## config.mk

```make
export PLATFORM = sky130hd
export DESIGN_NAME = dram_host
export DESIGN_NICKNAME = d
export VERILOG_FILES = /design/src/pkg/dram_host_pkg.sv /design/src/design/dram_host.sv
export SDC_FILE = /design/constraint.sdc
export NUM_CORES = 1
export LEC_CHECK = 0
export ABC_AREA = 1
export BUFFER_PORTS_ARGS = -buffer_cell sky130_fd_sc_hd__buf_2
export CORE_ASPECT_RATIO = 1.1
export CORE_MARGIN = 3
export CORE_UTILIZATION = 50
export CTS_CLUSTER_DIAMETER = 80
export DETAILED_ROUTE_END_ITERATION = 10
export HOLD_SLACK_MARGIN = 0.06
export PLACE_DENSITY = 0.73
export SYNTH_ARGS = -nofsm -noshare
export SYNTH_HDL_FRONTEND = slang
export SYNTH_SLANG_ARGS = --single-unit
```

## constraint.sdc

```tcl
create_clock -name clk -period 3.3 [get_ports clk]
set_input_delay 0.495 -clock clk [delete_from_list [all_inputs] [get_ports clk]]
set_output_delay 0.495 -clock clk [all_outputs]
set_load 0.05 [all_outputs]
```

## src/pkg/dram_host_pkg.sv

```systemverilog
// constants for the strobe-level dram host controller
package dram_host_pkg;
    // ----------------------------------------
    // clock and geometry
    // ----------------------------------------
    localparam int CLK_MHZ        = 20;
    localparam int CLK_NS         = 50;
    localparam int ADDR_W         = 11;
    localparam int ROW_COUNT      = 1024;
    // ----------------------------------------
    // power-up (figures in their own unit, then cycles)
    // ----------------------------------------
    localparam int POWERUP_US       = 100;
    localparam int POWERUP_CYC      = POWERUP_US * CLK_MHZ;
    localparam int WAKE_STROBES     = 8;
    // ----------------------------------------
    // refresh interval, rounded down
    // ----------------------------------------
    localparam int REFRESH_US       = 32;
    localparam int REFRESH_CYC      = REFRESH_US * CLK_MHZ;
    // ----------------------------------------
    // strobe phases, least times rounded up
    // ----------------------------------------
    localparam int RAS_LOW_NS       = 80;
    localparam int RAS_PRE_NS       = 70;
    localparam int ROW_TO_WRITE_NS  = 80;
    localparam int READ_HOLD_ROW_NS = 10;
    localparam int WRITE_PULSE_NS   = 15;
    localparam int CAS_PRE_CBR_NS   = 20;
    localparam int CAS_ROW_CBR_NS   = 40;
    localparam int SELF_CYCLE_NS    = 360;
    localparam int SELF_LOW_NS      = 150;
    localparam int SELF_HIGH_NS     = 200;
    localparam int SELF_CAS_NS      = 360;
    localparam int EXIT_CAS_NS      = 100;
    localparam int EXIT_ROW_NS      = 200;
    localparam int SELF_RATE_KHZ    = 128;
    localparam int SELF_PERIOD_CYC  = (CLK_MHZ * 1000) / SELF_RATE_KHZ;
    function automatic int cyc_up(input int ns);
        return (ns + CLK_NS - 1) / CLK_NS < 1 ? 1 : (ns + CLK_NS - 1) / CLK_NS;
    endfunction
    localparam int RAS_LOW_CYC      = cyc_up(RAS_LOW_NS);
    localparam int RAS_PRE_CYC      = cyc_up(RAS_PRE_NS);
    localparam int ROW_TO_WRITE_CYC = cyc_up(ROW_TO_WRITE_NS);
    localparam int READ_HOLD_CYC    = cyc_up(READ_HOLD_ROW_NS);
    localparam int WRITE_PULSE_CYC  = cyc_up(WRITE_PULSE_NS);
    localparam int CAS_PRE_CBR_CYC  = cyc_up(CAS_PRE_CBR_NS);
    localparam int CAS_ROW_CBR_CYC  = cyc_up(CAS_ROW_CBR_NS);
    localparam int SELF_LOW_CYC     = cyc_up(SELF_LOW_NS);
    localparam int SELF_HIGH_CYC    = cyc_up(SELF_HIGH_NS);
    localparam int SELF_CYCLE_CYC   = cyc_up(SELF_CYCLE_NS);
    localparam int SELF_CAS_CYC     = cyc_up(SELF_CAS_NS);
    localparam int EXIT_CAS_CYC     = cyc_up(EXIT_CAS_NS);
    localparam int EXIT_ROW_CYC     = cyc_up(EXIT_ROW_NS);
    localparam int CNT_W            = 16;
    // ----------------------------------------
    // controller states
    // ----------------------------------------
    typedef enum logic [3:0] {
        ST_POWER, ST_WAKE_LO, ST_WAKE_HI, ST_IDLE,
        ST_ROW, ST_COL, ST_WLATE, ST_HOLD, ST_PRE,
        ST_CBR_CAS, ST_CBR_RAS, ST_SELF_LO, ST_SELF_HI, ST_EXIT
    } host_state_e;
endpackage

```

## src/design/dram_host.sv

```systemverilog
// strobe-level host controller for a 4m x 1 fast-page dram
`timescale 1ns/1ns
// Function
// RL1 - wait power-up pause, then eight row strobe cycles before use
// RL2 - after power-up run one column-first refresh with write high
// RL3 - column-first refresh with write low enters test mode; keep write high
// RL4 - write low before column fall makes early write, output stays off
// RL5 - write late after row, column, address gives read-write cycle
// RL6 - neither write timing met: output undefined until column rises
// RL7 - data referenced to column fall (early) or write fall (late)
// RL8 - read keeps write high for hold after row rises
// RL9 - late write pulse at least 15 ns; early write meets setup and hold
// RL10 - use column-first refresh every 32 us during normal operation
// RL11 - device counter supplies refresh rows across both refresh modes
// RL12 - other refresh means need burst refresh around self-refresh
// RL13 - self-refresh row strobe keeps at least minimum temperature rate
// RL14 - self-refresh row cycle 360 ns, low 150 ns, high 200 ns
// RL15 - column strobe held low at least 360 ns in self-refresh
// RL16 - on exit column high 100 ns and row precharge 200 ns
// RL17 - between column-first refreshes precharge 20 ns and 40 ns
// RL18 - gap between self pulses and column-first refreshes within cycle limit
// RL19 - read data held while column low, released when column rises
// RL20 - any refresh scheme must cover all 1024 rows per period
// RL21 - self-refresh: column before row, column held low; exit by raising it
module dram_host
    import dram_host_pkg::*;
#(
    parameter int POWERUP_CYCLES = POWERUP_CYC,
    parameter int REFRESH_CYCLES = REFRESH_CYC
) (
    // clock and reset
    input  wire logic              clk,
    input  wire logic              rst,
    // user request side
    input  wire logic              req_valid,
    output logic                   req_ready,
    input  wire logic              req_write,
    input  wire logic              req_late,
    input  wire logic [ADDR_W-1:0] req_row,
    input  wire logic [ADDR_W-1:0] req_col,
    input  wire logic              req_wdata,
    output logic                   rd_valid,
    output logic                   rd_data,
    input  wire logic              self_req,
    output logic                   mem_ready,
    output logic                   in_self,
    // dram pins
    output logic                   row_strobe_n,
    output logic                   column_strobe_n,
    output logic                   write_strobe_n,
    output logic [ADDR_W-1:0]      addr,
    output logic                   din,
    input  wire logic              dout
);
    // ----------------------------------------
    // state and registers
    // ----------------------------------------
    host_state_e       state_reg, state_next;
    logic [CNT_W-1:0]  cnt_reg;
    logic [CNT_W-1:0]  ref_reg;
    logic [3:0]        wake_reg;
    logic              init_done_reg, ref_due_reg, op_write_reg, op_late_reg;
    logic [ADDR_W-1:0] col_reg;
    logic              dout_s1_reg, dout_s2_reg;
    logic              rd_take_reg;
    logic              self_s1_reg, self_s2_reg;
    // ----------------------------------------
    // decode
    // ----------------------------------------
    wire cnt_zero  = (cnt_reg == '0);
    wire ref_tick  = (ref_reg == '0);
    wire take_req  = (state_reg == ST_IDLE) && init_done_reg && !ref_due_reg && !self_s2_reg && req_valid;
    wire go_cbr    = (state_reg == ST_IDLE) && (ref_due_reg || !init_done_reg); // RL2 RL10
    wire go_self   = (state_reg == ST_IDLE) && init_done_reg && self_s2_reg && !ref_due_reg;
    assign req_ready = take_req;
    assign mem_ready = init_done_reg;

    function automatic logic [CNT_W-1:0] ld(input int n);
        return CNT_W'(n - 1);
    endfunction

    // ----------------------------------------
    // next state
    // ----------------------------------------
    logic [CNT_W-1:0] cnt_next;
    always_comb begin
        state_next = state_reg;
        cnt_next   = cnt_zero ? '0 : cnt_reg - 1'b1;
        case (state_reg)
            ST_POWER:   if (cnt_zero) begin // RL1
                state_next = ST_WAKE_LO;
                cnt_next   = ld(RAS_LOW_CYC);
            end
            ST_WAKE_LO: if (cnt_zero) begin
                state_next = ST_WAKE_HI;
                cnt_next   = ld(RAS_PRE_CYC);
            end
            ST_WAKE_HI: if (cnt_zero) begin // RL1
                state_next = (wake_reg == 4'(WAKE_STROBES - 1)) ? ST_IDLE : ST_WAKE_LO;
                cnt_next   = ld(RAS_LOW_CYC);
            end
            ST_IDLE: begin
                if (go_cbr) begin
                    state_next = ST_CBR_CAS;
                    cnt_next   = ld(CAS_ROW_CBR_CYC);
                end else if (go_self) begin
                    state_next = ST_SELF_LO; // RL21 RL18
                    cnt_next   = ld(SELF_LOW_CYC + 1);
                end else if (take_req) begin
                    state_next = ST_ROW;
                    cnt_next   = ld(ROW_TO_WRITE_CYC);
                end
            end
            ST_ROW:     if (cnt_zero) begin
                state_next = ST_COL;
                cnt_next   = ld(WRITE_PULSE_CYC);
            end
            ST_COL:     if (cnt_zero) begin
                state_next = (op_write_reg && op_late_reg) ? ST_WLATE : ST_HOLD;
                cnt_next   = ld(WRITE_PULSE_CYC);
            end
            ST_WLATE:   if (cnt_zero) begin // RL9
                state_next = ST_HOLD;
                cnt_next   = ld(READ_HOLD_CYC);
            end
            ST_HOLD:    if (cnt_zero) begin // RL8
                state_next = ST_PRE;
                cnt_next   = ld(RAS_PRE_CYC);
            end
            ST_PRE:     if (cnt_zero) state_next = ST_IDLE;
            ST_CBR_CAS: if (cnt_zero) begin // RL17
                state_next = ST_CBR_RAS;
                cnt_next   = ld(RAS_LOW_CYC);
            end
            ST_CBR_RAS: if (cnt_zero) begin
                state_next = ST_PRE;
                cnt_next   = ld(CAS_ROW_CBR_CYC);
            end
            ST_SELF_LO: if (cnt_zero) begin // RL14 RL15
                state_next = ST_SELF_HI;
                cnt_next   = ld(SELF_PERIOD_CYC - SELF_LOW_CYC);
            end
            ST_SELF_HI: if (cnt_zero) begin // RL13
                state_next = self_s2_reg ? ST_SELF_LO : ST_EXIT;
                cnt_next   = self_s2_reg ? ld(SELF_LOW_CYC) : ld(EXIT_ROW_CYC);
            end
            ST_EXIT:    if (cnt_zero) begin // RL16
                state_next = ST_CBR_CAS;
                cnt_next   = ld(CAS_ROW_CBR_CYC);
            end
            default: state_next = ST_IDLE;
        endcase
    end

    // ----------------------------------------
    // strobe decode: pins go out registered
    // ----------------------------------------
    wire op_write_next = take_req ? req_write : op_write_reg;
    wire op_late_next  = take_req ? req_late : op_late_reg;
    // on self entry the row strobe waits a cycle so the column strobe clearly leads it
    wire ras_lo_next = (state_next inside {ST_WAKE_LO, ST_ROW, ST_COL, ST_WLATE, ST_CBR_RAS})
                       || (state_next == ST_SELF_LO && state_reg != ST_IDLE) // RL21
                       || (state_next == ST_HOLD && !op_write_reg);
    // column leads row in every refresh, the one after self-refresh exit too
    wire cas_lo_next = state_next inside {ST_COL, ST_WLATE, ST_CBR_CAS, ST_CBR_RAS, // RL21
                                          ST_SELF_LO, ST_SELF_HI};
    // write only drops for real writes; refreshes keep it high to avoid test mode
    wire we_lo_next  = (state_next == ST_ROW && op_write_next && !op_late_next)       // RL4 RL3
                       || (state_next == ST_COL && op_write_reg && !op_late_reg)
                       || (state_next == ST_WLATE);                                      // RL5 RL7

    // ----------------------------------------
    // registers
    // ----------------------------------------
    always_ff @(posedge clk) begin
        if (rst) begin
            state_reg <= ST_POWER;
            cnt_reg   <= CNT_W'(POWERUP_CYCLES - 1);
        end else begin
            state_reg <= state_next;
            cnt_reg   <= cnt_next;
        end
    end

    always_ff @(posedge clk) begin
        if (rst) begin
            wake_reg      <= 4'h0;
            init_done_reg <= 1'b0;
        end else if (state_reg == ST_WAKE_HI && cnt_zero) begin
            wake_reg <= wake_reg + 4'h1;
        end else if (state_reg == ST_CBR_RAS && cnt_zero) begin
            init_done_reg <= 1'b1; // RL2
        end
    end

    // refresh timer: a due flag is set on tick and set beats clear
    always_ff @(posedge clk) begin
        if (rst) begin
            ref_reg     <= CNT_W'(REFRESH_CYCLES - 1);
            ref_due_reg <= 1'b0;
        end else begin
            ref_reg     <= (ref_tick || state_reg inside {ST_SELF_LO, ST_SELF_HI}) ? CNT_W'(REFRESH_CYCLES - 1)
                           : ref_reg - 1'b1; // RL10 RL20 RL12
            ref_due_reg <= (ref_tick && !(state_reg inside {ST_SELF_LO, ST_SELF_HI}))
                           || (ref_due_reg && !go_cbr);
        end
    end

    always_ff @(posedge clk) begin
        if (rst) begin
            op_write_reg <= 1'b0;
            op_late_reg  <= 1'b0;
            col_reg      <= '0;
            din          <= 1'b0;
        end else if (take_req) begin
            op_write_reg <= req_write;
            op_late_reg  <= req_late;
            col_reg      <= req_col;
            din          <= req_wdata;
        end
    end

    always_ff @(posedge clk) begin
        if (rst) begin
            row_strobe_n    <= 1'b1;
            column_strobe_n <= 1'b1;
            write_strobe_n  <= 1'b1;
            addr            <= '0;
        end else begin
            row_strobe_n    <= !ras_lo_next;
            column_strobe_n <= !cas_lo_next;
            write_strobe_n  <= !we_lo_next;
            addr            <= take_req ? req_row : (state_next == ST_COL ? col_reg : addr);
        end
    end

    // pins are synchronised before any logic looks at them
    always_ff @(posedge clk) begin
        if (rst) begin
            dout_s1_reg <= 1'b0;
            dout_s2_reg <= 1'b0;
            self_s1_reg <= 1'b0;
            self_s2_reg <= 1'b0;
        end else begin
            dout_s1_reg <= dout;
            dout_s2_reg <= dout_s1_reg;
            self_s1_reg <= self_req;
            self_s2_reg <= self_s1_reg;
        end
    end

    // read data reaches the second sync flop as hold ends, so take it one cycle later
    always_ff @(posedge clk) begin
        if (rst) begin
            rd_take_reg <= 1'b0;
            rd_valid <= 1'b0;
            rd_data  <= 1'b0;
            in_self  <= 1'b0;
        end else begin
            rd_take_reg <= (state_reg == ST_HOLD) && cnt_zero && !op_write_reg;
            rd_valid <= rd_take_reg; // RL19 RL6
            rd_data  <= rd_take_reg ? dout_s2_reg : rd_data;
            in_self  <= state_next inside {ST_SELF_LO, ST_SELF_HI};
        end
    end

    // ----------------------------------------
    // checks
    // ----------------------------------------
    logic [CNT_W-1:0] self_hi_run;
    always_ff @(posedge clk) begin
        if (rst) self_hi_run <= '0;
        else self_hi_run <= (in_self && row_strobe_n) ? self_hi_run + 1'b1 : '0;
    end

    no_early_use_a: assert property (@(posedge clk) disable iff (rst) // RL1
        (state_reg == ST_POWER) |-> !req_ready) else $error("request taken during power-up");
    cbr_we_high_a: assert property (@(posedge clk) disable iff (rst) // RL3
        (!column_strobe_n && $fell(row_strobe_n) && state_reg inside {ST_CBR_RAS, ST_SELF_LO}) |-> write_strobe_n)
        else $error("write low during column-first refresh");
    cbr_cas_first_a: assert property (@(posedge clk) disable iff (rst) // RL21
        $fell(row_strobe_n) && state_reg inside {ST_CBR_RAS, ST_SELF_LO} |-> !$past(column_strobe_n))
        else $error("row fell before column in refresh");
    read_we_high_a: assert property (@(posedge clk) disable iff (rst) // RL8
        (state_reg == ST_HOLD && !op_write_reg) |-> write_strobe_n) else $error("write low in read");
    late_pulse_a: assert property (@(posedge clk) disable iff (rst) // RL9 RL5
        $fell(write_strobe_n) && op_late_reg |-> !row_strobe_n && !column_strobe_n && !$past(row_strobe_n, 2))
        else $error("late write pulse outside its strobes");
    self_low_a: assert property (@(posedge clk) disable iff (rst) // RL14
        $fell(row_strobe_n) && in_self |-> !row_strobe_n [*3]) else $error("self row low too short");
    self_rate_a: assert property (@(posedge clk) disable iff (rst) // RL13
        self_hi_run <= CNT_W'(SELF_PERIOD_CYC)) else $error("self refresh rate too low");
    refresh_taken_a: assert property (@(posedge clk) disable iff (rst) // RL10
        $rose(ref_due_reg) |-> ##[1:40] (state_reg == ST_CBR_CAS)) else $error("refresh not issued");
    exit_cas_a: assert property (@(posedge clk) disable iff (rst) // RL16
        state_reg == ST_SELF_HI && state_next == ST_EXIT |=> column_strobe_n [*4]) else $error("exit too fast");

    rd_cov: cover property (@(posedge clk) rd_valid);
    lw_cov: cover property (@(posedge clk) state_reg == ST_WLATE);
    cbr_cov: cover property (@(posedge clk) state_reg == ST_CBR_RAS && init_done_reg);
    self_cov: cover property (@(posedge clk) state_reg == ST_EXIT);
    exit_cov: cover property (@(posedge clk) state_reg == ST_CBR_CAS && $past(state_reg) == ST_EXIT);
endmodule

```

# == Word-level counts from Yosys, hierarchy flattened ==
# Cells that the tools add are included.
# totals
reg_bits,78
out_inout_bits,20
wordCells,134
# op_classes
addsub,3
n_eq_ne,24
muxes,33
bitwise_logic,1
reduce_logical,51
# ops
operator,count
two-way mux 16 bit,8
case mux 16 bit (5 select lines),1
two-way mux 4 bit,15
case mux 4 bit (13 select lines),1
"== test 4 bit, second input constant",10
"== test 4 x 3 -> 1 bit, second input constant",9
logical NOT 16 bit,2
"subtractor 16 x 1 -> 16 bit, second input constant",2
two-way mux 11 bit,2
logical AND 1 bit,20
logical NOT 1 bit,11
OR reduction 5 bit,2
"== test 4 x 1 -> 1 bit, second input constant",2
"== test 4 x 2 -> 1 bit, second input constant",2
logical OR 1 bit,7
nonzero test 2 bit,3
nonzero test 6 bit,1
nonzero test 5 bit,1
"adder 4 x 1 -> 4 bit, second input constant",1
logical NOT 4 bit,1
two-way mux 1 bit,4
"!= test 4 x 2 -> 1 bit, second input constant",1
OR reduction 2 bit,2
two-way mux 3 bit,1
other kinds (3),3

# == Logic depth before layout (Yosys ltp) ==
# depth
word_depth,15
mapped_depth,18
mapped_depth_nobuf,17

# == Worst setup path before layout ==
# OpenSTA, ideal clock, no wires.
# synth_path
path_type,register to output
from,reg init_done_reg (netlist: mem_ready)
to,out req_ready
arrival_time_ns,1.865
required_ns,2.805
setup_slack_ns,0.940
stages_incl_launch_ff,6
cell_sequence,dfxtp_1 -> inv_1 -> nor2_1 -> nand2_1 -> nor3_4 -> clkbuf_1
# synth_between
elab_chain_cells,4
# synth_rtl
element,line_no,source
from (decl),dram_host.sv:62,"logic init_done_reg, ref_due_reg, op_write_reg, op_late_reg;"
from (signal assigned),dram_host.sv:188,init_done_reg <= 1'b0;
from (signal assigned),dram_host.sv:192,init_done_reg <= 1'b1;
logical AND 1 bit (4 in series),dram_host.sv:72,wire take_req = (state_reg == ST_IDLE) && init_done_reg && !ref_due_reg && !self_s2_reg && req_valid;
to (decl),dram_host.sv:36,"output logic req_ready,"
# Every way passes these cells.

# == Final worst setup path ==
# layout_path
from,reg state_reg[0]
to,out req_ready
# layout_between
elab_chain_cells,5
# layout_rtl
element,line_no,source
from (decl),dram_host.sv:58,"host_state_e state_reg, state_next;"
from (signal assigned),dram_host.sv:180,state_reg <= state_next;
== test 4 x 2 -> 1 bit,dram_host.sv:72,
logical AND 1 bit (4 in series),dram_host.sv:72,
# Every way passes these cells.

==> implementation parameters <==
Parameter                              Value

CTS
  Clock tree from TritonCTS ... yes
  Post-CTS Repair Setup Buffers ... 0
  CTS H-tree lvls ... 3
  Number of gates resized after CTS ... 0
  Clock latency of the later-clocked register in the worst-skew pair ... roughly 350 ps
  Clock root buffer ... sky130_fd_sc_hd__clkbuf_8
  Total of hold buffers inserted after clock tree synthesis ... 0
  Clk sink count ... between 70 and 80
  Number of buffers created by CTS ... 9
  Clock slew seen by the registers of the worst setup and hold paths ... roughly 80 ps
  Worst-case clock buffer depth ... 2

STA
  Slew at the pin closest to its max-slew limit ... 477 ps
  Final setup violation count ... 0
  Worst clock skew ... around 14 ps
  Sum of negative setup slack ... 0 ps
  Max transition margin ... 67.9%
  Time the final worst path needs with I/O delays and setup ... 2440 ps
  Final Hold Violating Endpoints ... 0
  Pins over their slew limit ... 0
  Period utilisation layout ... about three quarters
  RSZ-0062 raised after global routing ... false
  Maximum frequency from static timing analysis ... roughly 0.4 GHz

Global route
  First-pass GRT wire length ... 14700 µm
  GR Overflow Total ... 0
  Vias in the first global route ... around 3300
  All-layer global routing usage ... a little over a fifth
  Largest net degree at the start of global routing ... 39
  Initial antenna violation count ... 0

Synthesis
  Asr flop ratio synth ... 0%
  Post-synth top flop ... sky130_fd_sc_hd__dfxtp_1
  Proportion of synthesized chip area in sequential cells ... 41.4%
  Number of synthesized register bits ... between 70 and 80
  Gate count of the mapped netlist ... 562
  Post-synthesis instance area ... ~3800 µm²
  EDFF count, synth ... 0
  Most common cell in the synthesized netlist ... sky130_fd_sc_hd__nand2_1
  Yosys top cell area share ... between 40% and 50%
  Per-instance average area after synthesis ... between 6 and 7 µm²
  Number of warnings issued by yosys ... 0
  Post-synth top area cell ... sky130_fd_sc_hd__dfxtp_1
  Leading cell types by total area after synthesis ... sky130_fd_sc_hd__dfxtp_1 41%, sky130_fd_sc_hd__nand2_1 14%, sky130_fd_sc_hd__nor2_1 9.7%
  Total nets after synthesis ... ~600
  Most instantiated cells after synthesis ... 144 x sky130_fd_sc_hd__nand2_1, 98 x sky130_fd_sc_hd__nor2_1, 78 x sky130_fd_sc_hd__dfxtp_1
  Number of library cell types mapped by synthesis ... 36

Floorplanning
  Starting density of the core ... between 50% and 60%
  Horizontal die dimension ... slightly below 90 µm
  Die height ... about 97 µm
  Placement Rows ... 32
  Placeable core region ... slightly above 7000 µm²
  Die area ... roughly 8600 µm²
  # IOs ... 50

Placement
  Detailed placer's ending HPWL ... between 6000 and 7000 µm
  Buffers added on ports ... 49
  Routability cong. ... slightly above 0.9

Detailed routing
  Drt drc ... 0
  Sum of routed wire length over all layers ... around 8500 µm
  Post-detailed-route wirelength per cell ... roughly 12 µm
  Drt initial violations ... between 150 and 200
  Post-DRT Antenna Nets ... 0
  Via density per instance ... ~5
  Via count ... 3608
  Length of the first detailed-routing pass in iterations ... 5

Status
  Result of the run ... complete, no violations

Worst setup path
  Depth of the most critical reg-to-reg path ... 16
  Setup Crit Path Kind ... flip-flop to output pin
  Kind of end point of the critical path ... output pin
  Startpoint types ... flip-flop
  Critical Path Fanout Max ... 27
  Data required time of the worst path ... roughly 2800 ps
  CP Data Arrival Time ... between 1500 and 2000 ps

Power
  Leak Pwr ... a little over 2 nW
  VDD IR max ... 0.000354 V
  Total power divided by cell area ... approximately 420 nW/µm²
  Power consumption ... 1.78 mW

Cells and area
  Diode insertion count for antenna repair ... 0
  Layout cells sized above 1 ... approximately 13%
  Synthesis-to-finish area growth ... 13.7%
  # nets final ... 645

Run
  Number of violations of the max-capacitance limit ... 0

Hold path
  Hold path depth ... 3
  Kind of path behind the tightest hold check ... input pin to flip-flop
==> placed cells by master (no fill, tap or decap), types with 2 or more instances in the layout <==
cell / n
sky130_fd_sc_hd__a211oi_1: 2
sky130_fd_sc_hd__a21oi_1: 38
sky130_fd_sc_hd__a31oi_1: 2
sky130_fd_sc_hd__and2_1: 2
sky130_fd_sc_hd__buf_2: 49
sky130_fd_sc_hd__buf_4: 3
sky130_fd_sc_hd__bufinv_16: 2
sky130_fd_sc_hd__clkbuf_8: 9
sky130_fd_sc_hd__clkinv_2: 3
sky130_fd_sc_hd__dfxtp_1: 78
sky130_fd_sc_hd__ha_1: 4
sky130_fd_sc_hd__inv_1: 60
sky130_fd_sc_hd__inv_2: 3
sky130_fd_sc_hd__nand2_1: 144
sky130_fd_sc_hd__nand2_2: 3
sky130_fd_sc_hd__nand2_4: 2
sky130_fd_sc_hd__nand3_1: 35
sky130_fd_sc_hd__nand4_1: 6
sky130_fd_sc_hd__nor2_1: 98
sky130_fd_sc_hd__nor2_2: 4
sky130_fd_sc_hd__nor3_1: 12
sky130_fd_sc_hd__nor3b_1: 2
sky130_fd_sc_hd__nor4_1: 3
sky130_fd_sc_hd__o21a_1: 4
sky130_fd_sc_hd__o21ai_0: 19
sky130_fd_sc_hd__o21ai_1: 3
sky130_fd_sc_hd__xnor2_1: 9
sky130_fd_sc_hd__xor2_1: 6
==> area by class of cell <==
type,count,area [µm²]
Clock buffer,10,128
Clock inverter,6,86.3
Fill cell,675,2880
Inverter,65,245
Multi-Input combinational cell,405,1900
Sequential cell,78,1560
Tap cell,85,106
Timing Repair Buffer,52,268
==> per-stage QoR <==
| step | instance area, µm² | worst slack [ps] | instances | hold WS [ps] | util [%] |
|---|---|---|---|---|---|
| after floorplan | 3780 | 940 | 562 | 366 | - |
| after global placement | 4080 | 1110 | 685 | 376 | 56.9 |
| after detailed placement | 4080 | 965 | 685 | 384 | 56.9 |
| after CTS | 4290 | 854 | 701 | 343 | 59.9 |
| final | 4290 | 864 | 701 | 352 | 59.9 |
| after global routing | 4290 | 618 | 701 | 361 | 59.9 |
==> worst max-delay path: stages, from the launching register on <==
cell and delay, ps:
sky130_fd_sc_hd__dfxtp_1 480, sky130_fd_sc_hd__nand2_2 130, sky130_fd_sc_hd__clkinv_2 100, sky130_fd_sc_hd__nand2_4 80
sky130_fd_sc_hd__nor3_4 180, sky130_fd_sc_hd__buf_4 290, sky130_fd_sc_hd__buf_2 320
==> final timing paths <==
check / startpoint / end / slack (ps)
setup reg to reg: cnt_reg[0]$_SDFF_PP1_ / addr[1]$_SDFFE_PP0P_ / 940
hold / removal: dout / dout_s1_reg$_SDFF_PP0_ / 350
setup / recovery: state_reg[0]$_SDFF_PP0_ / req_ready / 860
hold reg to reg: ref_reg[0]$_SDFF_PP1_ / ref_reg[0]$_SDFF_PP1_ / 400
==> report_power, final <==
group / total, mW / internal, mW / switching [mW]
sequential: 0.954 / 0.949 / 0.00481
clock: 0.775 / 0.425 / 0.350
combinational: 0.0562 / 0.0232 / 0.0329
total: 1.78 / 1.40 / 0.387
==> cells by family after synthesis <==
group | count (synthesis) | synth area share [%]
fa+ha+maj | 4 | 1.33
flops | 78 | 41.4
xor+xnor | 15 | 3.48
simple gates | 315 | 35.3
compound gates | 71 | 10.1
buf+inv | 79 | 8.42
==> per-layer routing <==
layer,routed length (µm),GRT usage (%),vias to the layer above
met4,199,9.07,0
met5,0,0.649,-
met2,3940,32.4,105
li1,-,-,1873
met3,465,3.82,20
met1,3890,28.1,1610
No activity file was read; power rests on OpenSTA's default activity.
